## src/design/core_pkg.sv

```systemverilog
// Purpose: Shared constants and types for the jump / increment execution core
// Assumes: 200 MHz aclk, four clocks make one instruction cycle
// Notes: Register offsets are byte addresses on the AXI4-Lite slave
package core_pkg;
  // ----------------------------------------
  // Register map and field positions
  // ----------------------------------------
  localparam logic [7:0] OFS_CTRL = 8'h00;
  localparam logic [7:0] OFS_PC = 8'h04;
  localparam logic [7:0] OFS_WREG = 8'h08;
  localparam logic [7:0] OFS_BANK = 8'h0c;
  localparam logic [7:0] OFS_STATUS = 8'h10;
  localparam logic [7:0] OFS_IDX = 8'h14;
  localparam logic [7:0] OFS_IR = 8'h18;
  localparam int CTRL_RUN = 0;
  localparam int CTRL_EXT = 1;
  localparam int FLG_C = 0;
  localparam int FLG_DC = 1;
  localparam int FLG_Z = 2;
  localparam int FLG_OV = 3;
  localparam int FLG_N = 4;
  localparam logic [1:0] RST_CTRL = 2'h0;
  localparam logic [3:0] RST_BANK = 4'h0;
  localparam logic [11:0] RST_IDX = 12'h000;
  localparam logic [20:0] RST_PC = 21'h000000;
  localparam logic [15:0] RST_IR = 16'h0000;
  localparam logic [7:0] RST_WREG = 8'h00;
  localparam logic [4:0] RST_STATUS = 5'h00;
  localparam logic [1:0] RESP_OKAY = 2'h0;
  localparam logic [1:0] RESP_SLVERR = 2'h2;
  // ----------------------------------------
  // Instruction encodings and timing
  // ----------------------------------------
  localparam logic [7:0] JUMP_W1_OP = 8'hef;
  localparam logic [3:0] JUMP_W2_OP = 4'hf;
  localparam logic [5:0] INC_FILE_OP = 6'h0a;
  localparam logic [7:0] IDX_MAX = 8'h5f;
  localparam logic [7:0] ACC_SPLIT = 8'h60;
  localparam logic [3:0] ACC_HI_BANK = 4'hf;
  localparam logic [1:0] Q1 = 2'h0;
  localparam logic [1:0] Q2 = 2'h1;
  localparam logic [1:0] Q3 = 2'h2;
  localparam logic [1:0] Q4 = 2'h3;
  localparam logic [20:0] PC_STEP = 21'h000002;
  // ----------------------------------------
  // Types
  // ----------------------------------------
  typedef enum logic [1:0] {ST_HALT, ST_EXEC, ST_NOP} exec_st_t;
  typedef struct packed {
    logic we;
    logic [11:0] addr;
    logic [7:0] wdata;
  } dmem_req_t;
  typedef struct packed {
    logic [7:0] res;
    logic [4:0] flags;
  } alu_out_t;
endpackage

```

## src/design/jump_incr_core.sv

```systemverilog
// Purpose: Execution core for the long jump and byte increment, AXI4-Lite control
// Assumes: Program and data memories answer on aclk; four clocks per instruction cycle, two cycles for a jump
// Notes: Other opcodes execute as no operation
//
// Decided for this implementation: the AXI4-Lite register port and the register offsets.
`timescale 1ns/1ps
module jump_incr_core (
  input wire logic aclk,
  input wire logic aresetn,
  input wire logic [7:0] awaddr,
  input wire logic awvalid,
  output logic awready,
  input wire logic [31:0] wdata,
  input wire logic [3:0] wstrb,
  input wire logic wvalid,
  output logic wready,
  output logic [1:0] bresp,
  output logic bvalid,
  input wire logic bready,
  input wire logic [7:0] araddr,
  input wire logic arvalid,
  output logic arready,
  output logic [31:0] rdata,
  output logic [1:0] rresp,
  output logic rvalid,
  input wire logic rready,
  output logic [20:0] prog_addr,
  input wire logic [15:0] prog_rdata,
  output core_pkg::dmem_req_t dmem,
  input wire logic [7:0] dmem_rdata
);
  import core_pkg::*;

  // ----------------------------------------
  // Decode helpers
  // ----------------------------------------
  function automatic logic is_jump(input logic [15:0] w);
    is_jump = (w[15:8] == JUMP_W1_OP);
  endfunction

  function automatic logic is_inc_file(input logic [15:0] w);
    is_inc_file = (w[15:10] == INC_FILE_OP);
  endfunction

  function automatic logic [31:0] merge(input logic [31:0] o, input logic [31:0] n, input logic [3:0] s);
    for (int i = 0; i < 4; i++) begin
      merge[i*8 +: 8] = s[i] ? n[i*8 +: 8] : o[i*8 +: 8];
    end
  endfunction

  // ----------------------------------------
  // State
  // ----------------------------------------
  logic awready_ff, wready_ff, bvalid_ff, arready_ff, rvalid_ff;
  logic aw_got_ff, w_got_ff;
  logic [1:0] bresp_ff, rresp_ff;
  logic [31:0] rdata_ff;
  logic [7:0] awaddr_ff;
  logic [31:0] wdata_ff;
  logic [3:0] wstrb_ff;
  logic [1:0] ctrl_ff;
  logic [3:0] bank_ff;
  logic [11:0] idx_ff;
  logic [7:0] wreg_ff;
  logic [4:0] status_ff;
  logic [20:0] pc_ff;
  logic [15:0] ir_ff;
  logic [1:0] q_ff;
  exec_st_t st_ff, nxt_st;
  logic [7:0] klo_ff;
  logic [7:0] opnd_ff;
  alu_out_t res_ff;
  dmem_req_t dmem_ff;

  // ----------------------------------------
  // AXI4-Lite write channel
  // ----------------------------------------
  logic aw_hs, w_hs, aw_have, w_have, do_wr;
  logic nxt_bvalid, nxt_awready, nxt_wready;
  logic [7:0] wa;
  logic [31:0] wd;
  logic [3:0] ws;
  logic wa_hit;
  assign aw_hs = awvalid & awready_ff;
  assign w_hs = wvalid & wready_ff;
  assign aw_have = aw_got_ff | aw_hs;
  assign w_have = w_got_ff | w_hs;
  assign do_wr = aw_have & w_have;
  assign nxt_bvalid = do_wr | (bvalid_ff & ~bready);
  assign nxt_awready = ~(aw_have & ~do_wr) & ~nxt_bvalid;
  assign nxt_wready = ~(w_have & ~do_wr) & ~nxt_bvalid;
  assign wa = aw_hs ? awaddr : awaddr_ff;
  assign wd = w_hs ? wdata : wdata_ff;
  assign ws = w_hs ? wstrb : wstrb_ff;
  assign wa_hit = (wa == OFS_CTRL) | (wa == OFS_PC) | (wa == OFS_WREG) | (wa == OFS_BANK)
                | (wa == OFS_STATUS) | (wa == OFS_IDX) | (wa == OFS_IR);

  // Per-register write strobes and merged values
  logic wr_ctrl, wr_pc, wr_wreg, wr_bank, wr_stat, wr_idx;
  assign wr_ctrl = do_wr & (wa == OFS_CTRL);
  assign wr_pc = do_wr & (wa == OFS_PC);
  assign wr_wreg = do_wr & (wa == OFS_WREG);
  assign wr_bank = do_wr & (wa == OFS_BANK);
  assign wr_stat = do_wr & (wa == OFS_STATUS);
  assign wr_idx = do_wr & (wa == OFS_IDX);
  logic [31:0] m_ctrl, m_pc, m_wreg, m_bank, m_stat, m_idx;
  assign m_ctrl = merge({30'h0, ctrl_ff}, wd, ws);
  assign m_pc = merge({11'h0, pc_ff}, wd, ws);
  assign m_wreg = merge({24'h0, wreg_ff}, wd, ws);
  assign m_bank = merge({28'h0, bank_ff}, wd, ws);
  assign m_stat = merge({27'h0, status_ff}, wd, ws);
  assign m_idx = merge({20'h0, idx_ff}, wd, ws);

  // Channel handshake flops
  always_ff @(posedge aclk) begin
    if (!aresetn) begin
      awready_ff <= 1'b1;
      wready_ff <= 1'b1;
      bvalid_ff <= 1'b0;
      aw_got_ff <= 1'b0;
      w_got_ff <= 1'b0;
      bresp_ff <= RESP_OKAY;
      awaddr_ff <= 8'h00;
      wdata_ff <= 32'h00000000;
      wstrb_ff <= 4'h0;
    end else begin
      awready_ff <= nxt_awready;
      wready_ff <= nxt_wready;
      bvalid_ff <= nxt_bvalid;
      aw_got_ff <= aw_have & ~do_wr;
      w_got_ff <= w_have & ~do_wr;
      if (aw_hs) awaddr_ff <= awaddr;
      if (w_hs) wdata_ff <= wdata;
      if (w_hs) wstrb_ff <= wstrb;
      if (do_wr) bresp_ff <= wa_hit ? RESP_OKAY : RESP_SLVERR;
    end
  end

  // ----------------------------------------
  // AXI4-Lite read channel
  // ----------------------------------------
  logic ar_hs, nxt_rvalid;
  logic [31:0] rd_word;
  logic rd_hit;
  assign ar_hs = arvalid & arready_ff;
  assign nxt_rvalid = ar_hs | (rvalid_ff & ~rready);
  assign rd_hit = (araddr == OFS_CTRL) | (araddr == OFS_PC) | (araddr == OFS_WREG)
                | (araddr == OFS_BANK) | (araddr == OFS_STATUS) | (araddr == OFS_IDX)
                | (araddr == OFS_IR);
  assign rd_word = (araddr == OFS_CTRL) ? {30'h0, ctrl_ff} :
                   (araddr == OFS_PC) ? {11'h0, pc_ff} :
                   (araddr == OFS_WREG) ? {24'h0, wreg_ff} :
                   (araddr == OFS_BANK) ? {28'h0, bank_ff} :
                   (araddr == OFS_STATUS) ? {27'h0, status_ff} :
                   (araddr == OFS_IDX) ? {20'h0, idx_ff} :
                   (araddr == OFS_IR) ? {16'h0, ir_ff} : 32'h00000000;

  // Read data capture
  always_ff @(posedge aclk) begin
    if (!aresetn) begin
      arready_ff <= 1'b1;
      rvalid_ff <= 1'b0;
      rdata_ff <= 32'h00000000;
      rresp_ff <= RESP_OKAY;
    end else begin
      arready_ff <= ~nxt_rvalid;
      rvalid_ff <= nxt_rvalid;
      if (ar_hs) rdata_ff <= rd_word;
      if (ar_hs) rresp_ff <= rd_hit ? RESP_OKAY : RESP_SLVERR;
    end
  end

  // ----------------------------------------
  // Instruction decode
  // ----------------------------------------
  logic exec, q4_exec, jump_ok, inc_q1, inc_q4, inc_to_w, inc_to_f;
  logic [7:0] fld_f;
  logic [19:0] jmp_k;
  logic [20:0] jmp_tgt, pc_plus;
  logic [11:0] op_addr;
  logic idx_mode;
  alu_out_t alu;
  assign exec = (st_ff == ST_EXEC);
  assign q4_exec = exec & (q_ff == Q4);
  assign fld_f = ir_ff[7:0];
  assign jmp_k = {prog_rdata[11:0], klo_ff};
  assign jmp_tgt = {jmp_k, 1'b0};
  assign jump_ok = q4_exec & is_jump(ir_ff) & (prog_rdata[15:12] == JUMP_W2_OP);
  assign pc_plus = pc_ff + PC_STEP;
  assign inc_q1 = exec & (q_ff == Q1) & is_inc_file(ir_ff);
  assign inc_q4 = q4_exec & is_inc_file(ir_ff);
  assign inc_to_w = inc_q4 & ~ir_ff[9];
  assign inc_to_f = inc_q4 & ir_ff[9];

  // Operand address: window, bank pointer or indexed offset
  data_addr_gen u_addr (
    .f(fld_f),
    .a(ir_ff[8]),
    .ext_en(ctrl_ff[CTRL_EXT]),
    .bank(bank_ff),
    .idx_base(idx_ff),
    .addr(op_addr),
    .idx_mode(idx_mode)
  );

  // Increment and flags
  inc_alu u_alu (
    .opnd(opnd_ff),
    .out(alu)
  );

  // Sequencer: halt, execute, or idle second cycle of a jump
  always_comb begin
    nxt_st = st_ff;
    if (q_ff == Q4) begin
      case (st_ff)
        ST_HALT: nxt_st = ctrl_ff[CTRL_RUN] ? ST_EXEC : ST_HALT;
        ST_EXEC: nxt_st = jump_ok ? ST_NOP : (ctrl_ff[CTRL_RUN] ? ST_EXEC : ST_HALT);
        ST_NOP: nxt_st = ctrl_ff[CTRL_RUN] ? ST_EXEC : ST_HALT;
        default: nxt_st = ST_HALT;
      endcase
    end
  end

  // ----------------------------------------
  // Quarter phases, fetch and program counter
  // ----------------------------------------
  always_ff @(posedge aclk) begin
    if (!aresetn) begin
      q_ff <= Q1;
      st_ff <= ST_HALT;
      pc_ff <= RST_PC;
      ir_ff <= RST_IR;
      klo_ff <= 8'h00;
    end else begin
      q_ff <= q_ff + 2'h1;
      st_ff <= nxt_st;
      if (exec & (q_ff == Q2)) klo_ff <= ir_ff[7:0];
      if (jump_ok) pc_ff <= jmp_tgt;
      else if ((q_ff == Q4) & ctrl_ff[CTRL_RUN]) pc_ff <= pc_plus;
      else if (wr_pc) pc_ff <= {m_pc[20:1], 1'b0};
      if ((q_ff == Q4) & ctrl_ff[CTRL_RUN]) ir_ff <= prog_rdata;
    end
  end

  // ----------------------------------------
  // Increment datapath: Q1 address, Q2 read, Q3 compute, Q4 write
  // ----------------------------------------
  always_ff @(posedge aclk) begin
    if (!aresetn) begin
      opnd_ff <= 8'h00;
      res_ff <= '0;
      dmem_ff <= '0;
    end else begin
      dmem_ff.we <= inc_to_f;
      if (inc_q1) dmem_ff.addr <= op_addr;
      if (exec & (q_ff == Q2)) opnd_ff <= dmem_rdata;
      if (exec & (q_ff == Q3)) res_ff <= alu;
      if (inc_to_f) dmem_ff.wdata <= res_ff.res;
    end
  end

  // ----------------------------------------
  // Software registers; core updates win
  // ----------------------------------------
  always_ff @(posedge aclk) begin
    if (!aresetn) begin
      ctrl_ff <= RST_CTRL;
      bank_ff <= RST_BANK;
      idx_ff <= RST_IDX;
      wreg_ff <= RST_WREG;
      status_ff <= RST_STATUS;
    end else begin
      if (wr_ctrl) ctrl_ff <= m_ctrl[1:0];
      if (wr_bank) bank_ff <= m_bank[3:0];
      if (wr_idx) idx_ff <= m_idx[11:0];
      if (inc_to_w) wreg_ff <= res_ff.res;
      else if (wr_wreg) wreg_ff <= m_wreg[7:0];
      if (inc_q4) status_ff <= res_ff.flags;
      else if (wr_stat) status_ff <= m_stat[4:0];
    end
  end

  // Outputs straight from flops
  assign awready = awready_ff;
  assign wready = wready_ff;
  assign bvalid = bvalid_ff;
  assign bresp = bresp_ff;
  assign arready = arready_ff;
  assign rvalid = rvalid_ff;
  assign rdata = rdata_ff;
  assign rresp = rresp_ff;
  assign prog_addr = pc_ff;
  assign dmem = dmem_ff;
endmodule

```

## src/design/inc_alu.sv

```systemverilog
// Purpose: Byte increment with status flags
// Assumes: Purely combinational
// Notes: Result wraps from ff to 00
`timescale 1ns/1ps
module inc_alu (
  input wire logic [7:0] opnd,
  output core_pkg::alu_out_t out
);
  import core_pkg::*;
  // ----------------------------------------
  // Sum and carries
  // ----------------------------------------
  logic [8:0] sum9;
  logic [4:0] lo5;
  assign sum9 = {1'b0, opnd} + 9'h001;
  assign lo5 = {1'b0, opnd[3:0]} + 5'h01;
  // Result and flags
  assign out.res = sum9[7:0];
  assign out.flags[FLG_C] = sum9[8];
  assign out.flags[FLG_DC] = lo5[4];
  assign out.flags[FLG_Z] = (sum9[7:0] == 8'h00);
  assign out.flags[FLG_OV] = (opnd == 8'h7f);
  assign out.flags[FLG_N] = sum9[7];
endmodule

```

## src/design/data_addr_gen.sv

```systemverilog
// Purpose: Data memory address for a byte-oriented operand
// Assumes: 12-bit data space, 16 banks of 256 bytes
// Notes: Direct window splits at 60h between bank 0 and the top bank
`timescale 1ns/1ps
module data_addr_gen (
  input wire logic [7:0] f,
  input wire logic a,
  input wire logic ext_en,
  input wire logic [3:0] bank,
  input wire logic [11:0] idx_base,
  output logic [11:0] addr,
  output logic idx_mode
);
  import core_pkg::*;
  // ----------------------------------------
  // Mode and address select
  // ----------------------------------------
  logic [11:0] win_addr;
  logic [11:0] idx_addr;
  assign idx_mode = ~a & ext_en & (f <= IDX_MAX);
  assign win_addr = (f < ACC_SPLIT) ? {4'h0, f} : {ACC_HI_BANK, f};
  assign idx_addr = idx_base + {4'h0, f};
  assign addr = idx_mode ? idx_addr : (a ? {bank, f} : win_addr);
endmodule

```

## config.mk

```make
export PLATFORM = sky130hd
export DESIGN_NAME = jump_incr_core
export DESIGN_NICKNAME = d
export VERILOG_FILES = /design/src/design/core_pkg.sv /design/src/design/jump_incr_core.sv /design/src/design/inc_alu.sv /design/src/design/data_addr_gen.sv
export SDC_FILE = /design/constraint.sdc
export NUM_CORES = 1
export LEC_CHECK = 0
export ABC_AREA = 1
export ABC_CLOCK_PERIOD_IN_PS = 2770
export BUFFER_PORTS_ARGS = -buffer_cell sky130_fd_sc_hd__buf_4
export CAP_MARGIN = 25
export CORE_UTILIZATION = 55
export CTS_CLUSTER_DIAMETER = 120
export CTS_CLUSTER_SIZE = 30
export DETAILED_ROUTE_END_ITERATION = 10
export PLACE_DENSITY = 0.89
export RECOVER_POWER = 50
export SYNTH_ARGS = -nofsm -noshare
export SYNTH_HDL_FRONTEND = slang
export SYNTH_SLANG_ARGS = --single-unit
```

## constraint.sdc

```tcl
create_clock -name aclk -period 2.77 [get_ports aclk]
set_clock_uncertainty 0.2 [all_clocks]
set_input_delay 0.277 -clock aclk [delete_from_list [all_inputs] [get_ports aclk]]
set_output_delay 0.277 -clock aclk [all_outputs]
set_load 0.01 [all_outputs]
```

* Word-level counts from Yosys, hierarchy flattened
Cells that the tools add are included.
Operators by class: add/sub/neg operators 5, reduce and logical (&&, ||, !) cells 25, bitwise gates (word level) 55, eq/ne operators 21, $lt $le $gt $ge 2, mux-type cells 30
Operator list (count):
- 21-bit 2-to-1 mux | 5
- 16-bit 2-to-1 mux | 5
- 8-bit by 5-bit equality test with 1-bit output, second input constant | 6
- 8-bit 2-to-1 mux | 6
- 12-bit 2-to-1 mux | 3
- 8-bit by 4-bit equality test with 1-bit output, second input constant | 4
- 1-bit bitwise AND | 29
- 8-bit zero test | 3
- 24-bit 2-to-1 mux | 1
- 21-bit by 2-bit adder with 21-bit output, second input constant | 1
- 5-bit 2-to-1 mux | 4
- 2-bit AND reduction | 9
- 8-bit by 3-bit equality test with 1-bit output, second input constant | 2
- 1-bit OR | 16
- 12-bit by 8-bit adder with 12-bit output | 1
- 3-bit nonzero test | 4
- 1-bit inverter | 10
- 2-bit nonzero test | 5
- 8-bit by 1-bit adder with 9-bit output, second input constant | 1
- 8-bit by 7-bit equality test with 1-bit output, second input constant | 1
- 8-bit equality test, second input constant | 1
- 8-bit by 7-bit <= comparator with 1-bit output, second input constant | 1
- 8-bit by 7-bit < comparator with 1-bit output, second input constant | 1
- 2-bit equality test, second input constant | 3
- 11 further kinds | 16
Storage, ports and cells: input port bits 83, bits in registers 200

* Depth between registers and ports, before layout
Gate-level depths: netlist (run 1).
depth in word-level cells 10, mapped depth 13, depth with buffers taken out 13

* Hierarchy
A second synthesis (run 1) with hierarchy kept.
Second synthesis, totals: cells, all modules 1444, area, all modules 9639.2 sq um
Modules (own cells, without submodules):
- jump_incr_core | seq. area each 3683.5 sq um, cells each 1246, area an instance 8630.8 sq um, times used 1
- data_addr_gen | seq. area each 0.0 sq um, cells each 147, area an instance 744.5 sq um, times used 1
- inc_alu | seq. area each 0.0 sq um, cells each 51, area an instance 264.0 sq um, times used 1

* Least setup slack after synthesis (run 1)
No wires, ideal clock.
kind reg2reg, start point reg pc_ff[1] (netlist: prog_addr[1]), end point reg pc_ff[19] (netlist: prog_addr[19]), period minus slack after synthesis 1935 ps, arrival 1624 ps, path slack 835 ps, stages on the path, launching flop included 11, buffers on the path 0, path through dfxtp_1 > ha_1 > nand2_1 > nor2_1 > nand3_1 > nor2_1 > nand3_1 > nand2_1 > a21oi_1 > nor2_1 > nor2_1
Between the ends: word-level cells in the longest chain between the ends 3
RTL lines:
- start: declaration | RTL line jump_incr_core.sv:66 | logic [20:0] pc_ff;
- start signal: assignment | RTL line jump_incr_core.sv:239 | if (jump_ok) pc_ff <= jmp_tgt;
- start signal: assignment | RTL line jump_incr_core.sv:240 | else if ((q_ff == Q4) & ctrl_ff[CTRL_RUN]) pc_ff <= pc_plus;
- start signal: assignment | RTL line jump_incr_core.sv:241 | else if (wr_pc) pc_ff <= {m_pc[20:1], 1'b0};
- 21-bit by 2-bit adder with 21-bit output | RTL line jump_incr_core.sv:189 | assign pc_plus = pc_ff + PC_STEP;
- 21-bit 2-to-1 mux | RTL line jump_incr_core.sv:240
- 21-bit 2-to-1 mux | RTL line jump_incr_core.sv:239
Every way passes these cells. A chain may end at the register's enable or synchronous reset.

* Final worst setup path (run 1)
start point reg q_ff[0], end point reg pc_ff[8] (netlist: prog_addr[8])
Between the ends: word-level cells in the longest chain between the ends 6, elaborated cells between the ends (all ways) 10
RTL lines:
- start: declaration | RTL line jump_incr_core.sv:68 | logic [1:0] q_ff;
- start signal: assignment | RTL line jump_incr_core.sv:236 | q_ff <= q_ff + 2'h1;
- 2-bit equality test (*) | RTL line jump_incr_core.sv:184, jump_incr_core.sv:240
- 1-bit bitwise AND | RTL line jump_incr_core.sv:184 | assign q4_exec = exec & (q_ff == Q4);
- 1-bit bitwise AND (2 in a row) | RTL line jump_incr_core.sv:188 | assign jump_ok = q4_exec & is_jump(ir_ff) & (prog_rdata[15:12] == JUMP_W2_OP);
- 3-bit nonzero test (no line)
- 2-bit AND reduction (no line)
Every way passes the cells marked *; elsewhere a longest branch is shown, timed or not.

==> impl_metrics.tcl, run 1 <==
set metrics [dict create \
    ys_seq_area_frac 0.388 \
    tightest_slew_ns 2.08 \
    io_buffer_count 140 \
    synth_compound_area_frac 0.155 \
    cts.sinks 183 \
    synth_area_sq_um 9430 \
    synth-main-ff-cell "dfxtp_1" \
    cp.arrival_ns 2.61 \
    io_pins 166 \
    ctsHoldBuffers 41 \
    place_inst 1735 \
    cts_resized 0 \
    postSynthRegisterBits 183 \
    yosys.area.top_type "dfxtp_1" \
    fin_util 0.683 \
    synth_edf_count 0 \
    maxSlewViolCount 91 \
    fin_hold_ws_ns -0.00368 \
    finalCritPeriodShare 0.936 \
    hold_viol 1 \
    grtUsageTotal 0.335 \
    synthCells 1402 \
    slew_headroom -0.385 \
    rsz0062_at_grt "false" \
    core_sq_um 16600 \
    gp_congestion 1.00 \
    setup.worst_path.end_class "flip-flop" \
    antenna_found_initial 0 \
    reg2reg_depth 9 \
    hpwl_mm 20.6 \
    die_w_um 133 \
    min_period_ns 2.59 \
    maxCapViolCount 1 \
    layout_setup_ws_ns 0.178 \
    wl_mm 29.5 \
    status "complete, but fails checks" \
    synthArstFlopShare 0 \
    drtPass1Iterations 6 \
    muxShareOfSynthArea 0.00849 \
    p_leak_nw 5.04 \
    initial_utilization 0.567 \
    post_cts_buffers 0 \
    cp_max_fo 12 \
    instances_no_fill 1805 \
    htree_num_levels 4 \
    yosysWarningCount 0 \
    max_clock_freq_mhz 386 \
    whs_path_depth 4 \
    clock_path_buffers 2 \
    synthSimpleGateAreaFrac 0.325 \
    drcViolationCount 0 \
    netlist-cell-type-count 47 \
    avgSynthCellArea_sq_um 6.73 \
    synth_xor_area_frac 0.00836 \
    finalSetupTns_ns 0 \
    synth_top_area_frac 0.388 \
    finalSetupViolCount 0 \
    grt_max_degree 91 \
    worst_ep_required_time_ns 2.79 \
    numCtsBuffers 17 \
    drtAntennaViolNets 0 \
    grt_pass1_vias 9627 \
    cp-start-kind "flip-flop" \
    violations "hold timing, capacitance limit, slew limit" \
    die_h_um 133 \
    powerDensity_nw_per_um2 516 \
    nNetsFinal 1673 \
    dieArea_sq_um 17700 \
    via_per_inst 5.64 \
    pre_cts_ws_ns 0.352 \
    critical_path_class "reg2reg" \
    grt.overflow.total 0 \
    multiInputGateArea_sq_um 4910 \
    num_vias 10200 \
    synth_area_leaders "dfxtp_1 39%, nand2_1 13%, nor2_1 7.4%" \
    seq_area_sq_um 3660 \
    hold_path_class "in2reg" \
    drive_gt1_frac 0.107 \
    synth_fa_ha_area_frac 0.0207 \
    synthTopCellsByCount "325 x nand2_1, 186 x nor2_1, 183 x dfxtp_1" \
    wl_per_cell_um 16.3 \
    first_iter_violations 1229 \
    clk_root_buffer_cell "clkbuf_16" \
    fp-row-count 47 \
    n_antenna_cell 0 \
    ir_worst_vdd_mv 0.487 \
    area_delta_synth_final_pct 20.5 \
    tritoncts "yes" \
    grt_pass1_wl_mm 46.5 \
    synth_most_common_cell "nand2_1" \
    clk_pin_slew_worst_paths_ns 0.07 \
    fill_cells 1414 \
    insertion_delay_ns 0.44 \
    synth_top_family_by_area "simple AND/OR/NAND/NOR gates" \
]
-- critical path, cell delays in order (launching register included) --
cell and delay, ns:
dfxtp_1 0.34, ha_1 0.25, inv_1 0.11, nor2_2 0.07
nand4_1 0.12, inv_2 0.12, nor2_1 0.61, nand2_1 0.35
nand2_1 0.13, a21oi_1 0.07
-- logic make-up (layout without fill, tap and decap cells) --
kind of cell | Yosys count | after routing
and+or+nand+nor | 702 | 702
AOI/OAI and AO/OA | 268 | 268
buffers and inverters | 216 | 387
DFF | 183 | 183
adders and majority gates | 15 | 15
xor gates and xnor gates | 9 | 9
muxes | 8 | 8
other | 1 | 13
-- layout make-up --
type,instances,area share
multi-input cells,1015,0.432
flip-flops and latches,183,0.322
repair buffers,206,0.121
inverters,152,0.0502
clock buffers,20,0.0384
well taps,220,0.0242
clock inverters,9,0.0114
-- where the power goes --
group          switching (W)  total, W  internal [W]
sequential         0.0000289   0.00273       0.00270
combinational       0.000450  0.000718      0.000269
clock                0.00101   0.00242       0.00140
-- through the flow --
| stage | cell area, sq um | total power, W |
|---|---|---|
| after floorplan | 9480 | 0.00322 |
| after global placement | 10700 | 0.00344 |
| after detailed placement | 10700 | 0.00346 |
| after CTS | 11700 | 0.00587 |
| after global routing | 11400 | 0.00606 |
| final | 11400 | 0.00586 |
-- placed cells by master, fill, tap and decap left out, types with 13 or more instances in the layout --
cell type,n
ha_1,14
nand3_1,112
buf_4,93
o21ai_0,100
clkbuf_16,17
dfxtp_1,183
nand2_1,325
nor2_1,189
conb_1,13
clkbuf_1,73
nand4_1,19
inv_1,141
a21oi_1,121
dlygate4sd3_1,41
-- flip-flops by register name, indices dropped and copies added, names as in the netlist, 2 cells and up --
name,count
ctrl_ff,2
rdata,21
ir_ff,16
wdata_ff,21
wstrb_ff,3
status_ff,5
awaddr_ff,8
q_ff,2
res_ff,12
st_ff,2
prog_addr,21
bank_ff,4
klo_ff,8
dmem,21
wreg_ff,8
idx_ff,12
opnd_ff,8
-- path summary, 6_finish.rpt --
check / from / endpoint / slack, ns
max reg2reg: q_ff[0] / prog_addr[8] / 0.18
min: wdata[19] / wdata_ff[19] / -0.004
max: q_ff[0] / prog_addr[8] / 0.18
min reg2reg: res_ff[1] / res_ff[1] / 0.25
-- per-layer routing --
layer / vias up / share of wire / track usage
met4: 0 / 0.058 / 0.209
met2: 561 / 0.47 / 0.565
met3: 134 / 0.089 / 0.0628
li1: 4868 / - / -
met5: - / 0 / 0
met1: 4613 / 0.38 / 0.392
(Power assumes the default switching activity.)
==> run 2, diff against run 1 <==
--- a/config.mk
+++ b/config.mk
@@ -8,5 +8,5 @@
 export ABC_AREA = 1
 export ABC_CLOCK_PERIOD_IN_PS = 2770
-export BUFFER_PORTS_ARGS = -buffer_cell sky130_fd_sc_hd__buf_4
+export BUFFER_PORTS_ARGS = -buffer_cell sky130_fd_sc_hd__buf_2
 export CAP_MARGIN = 25
 export CORE_UTILIZATION = 55
@@ -14,4 +14,5 @@
 export CTS_CLUSTER_SIZE = 30
 export DETAILED_ROUTE_END_ITERATION = 10
+export GPL_TIMING_DRIVEN = 0
 export PLACE_DENSITY = 0.89
 export RECOVER_POWER = 50
--- a/constraint.sdc
+++ b/constraint.sdc
@@ -3,3 +3,3 @@
 set_input_delay 0.277 -clock aclk [delete_from_list [all_inputs] [get_ports aclk]]
 set_output_delay 0.277 -clock aclk [all_outputs]
-set_load 0.01 [all_outputs]
+set_load 0.02 [all_outputs]
==> impl_metrics.tcl, run 2 (synthesis gave the netlist of run 1 again) <==
set metrics [dict create \
    drcViolationCount 0 \
    area_delta_synth_final_pct 20.0 \
    intPower_w 0.00448 \
    cp.arrival_ns 2.77 \
    wl_per_cell_um 17.4 \
    rsz0062_at_grt "false" \
    clock_path_buffers 2 \
    ir_worst_vdd_mv 0.491 \
    die_w_um 133 \
    cp-start-kind "flip-flop" \
    nNetsFinal 1706 \
    whs_path_depth 3 \
    initial_utilization 0.567 \
    ctsHoldBuffers 36 \
    reg2reg_depth 6 \
    hold_viol 1 \
    grtUsageTotal 0.362 \
    numCtsBuffers 17 \
    status "complete, but fails checks" \
    grt_max_degree 17 \
    io_pins 166 \
    place_area_sq_um 10500 \
    maxSlewViolCount 0 \
    fp-row-count 47 \
    tritoncts "yes" \
    powerDensity_nw_per_um2 537 \
    fin_area_sq_um 11300 \
    post_cts_buffers 0 \
    tightest_slew_ns 1.07 \
    finalSetupViolCount 0 \
    wl_mm 32.0 \
    max_clock_freq_mhz 379 \
    htree_num_levels 4 \
    setup.worst_path.end_class "flip-flop" \
    cp_max_fo 10 \
    grt.overflow.total 0 \
    num_vias 10400 \
    fin_util 0.680 \
    slew_headroom 0.281 \
    fill_cells 1515 \
    io_buffer_count 139 \
    pwr-share-clk 0.429 \
    drive_gt1_frac 0.102 \
    final_cell_mix "326 x nand2_1, 190 x nor2_1, 183 x dfxtp_1, 142 x inv_1, 121 x a21oi_1" \
    critical_path_class "reg2reg" \
    gp_congestion 0.981 \
    p_sw_frac 0.264 \
    power_frac_seq 0.448 \
    finalCritPeriodShare 0.952 \
    power.switching_w 0.00161 \
    fin_hold_ws_ns -0.00138 \
    finalSetupTns_ns 0 \
    die_h_um 133 \
    hpwl_mm 23.6 \
    cts_resized 0 \
    drtPass1Iterations 6 \
    clk_root_buffer_cell "clkbuf_16" \
    worst_ep_required_time_ns 2.90 \
    drtAntennaViolNets 0 \
    first_iter_violations 1239 \
    violations "hold timing" \
    clk_pin_slew_worst_paths_ns 0.07 \
    dieArea_sq_um 17700 \
    n_antenna_cell 0 \
    combPwrFrac 0.123 \
    min_period_ns 2.64 \
    insertion_delay_ns 0.44 \
    antenna_found_initial 0 \
    grt_pass1_wl_mm 49.3 \
    via_per_inst 5.67 \
    cts.sinks 183 \
    p_leak_nw 5.02 \
    hold_path_class "in2reg" \
    grt_pass1_vias 9719 \
    maxCapViolCount 0 \
    final_common_cell "nand2_1" \
    core_sq_um 16600 \
]
[run 2: cell count changes in the layout (fill, tap and decap cells not counted), sizes merged]
cell and delta:
bufinv +1, clkinvlp +1, dlygate4sd3 -5, clkinv -2, inv +2, clkbuf +37, buf +1
[run 2: worst max-delay path, stage by stage (launching register included)]
cell and delay [ns]:
dfxtp_1 0.33, nand2_1 0.20, clkbuf_1 0.31, o21ai_0 0.90
o21ai_0 0.29, a21oi_1 0.22, nor2_1 0.07
[run 2: worst paths after layout]
| kind | startpoint | end | slack [ns] |
|---|---|---|---|
| setup reg to reg | wready | wreg_ff[0] | 0.13 |
| hold / removal | awaddr[4] | awaddr_ff[4] | -0.001 |
| setup / recovery | wready | wreg_ff[0] | 0.13 |
| hold reg to reg | res_ff[1] | res_ff[1] | 0.25 |
[run 2: cell type report]
cell class / instances / area [sq um] / area share
buffer: 64 / 322 / 0.0284
sequential: 183 / 3660 / 0.324
inverter: 152 / 571 / 0.0504
tap: 220 / 275 / 0.0243
clock buffer: 20 / 447 / 0.0395
timing repair buffer: 175 / 966 / 0.0853
multi-input combinational: 1015 / 4900 / 0.433
clock inverter: 11 / 171 / 0.0151
[run 2: per-stage QoR]
stage | power, W | cells | worst slack, ns
after floorplan | 0.00324 | 1414 | 0.747
after global placement | 0.00346 | 1773 | 0.290
after detailed placement | 0.00348 | 1773 | 0.271
after CTS | 0.00605 | 1840 | 0.194
after global routing | 0.00624 | 1840 | 0.0689
final | 0.00608 | 1840 | 0.133
[run 2: power by group through the flow]
| stage | Clock, W | Sequential (W) | Combinational, W |
|---|---|---|---|
| after floorplan | 0 | 0.00280 | 0.000444 |
| after global placement | 0 | 0.00278 | 0.000675 |
| after detailed placement | 0 | 0.00279 | 0.000691 |
| after CTS | 0.00258 | 0.00273 | 0.000739 |
| after global routing | 0.00270 | 0.00273 | 0.000809 |
| final | 0.00261 | 0.00273 | 0.000749 |
[run 2: per-layer routing]
layer	global-route usage	wire length, um	vias to the layer above
met4	0.207	1740	0
met5	0	0	-
met2	0.593	14400	674
li1	-	-	4926
met3	0.0651	3360	132
met1	0.446	12400	4705
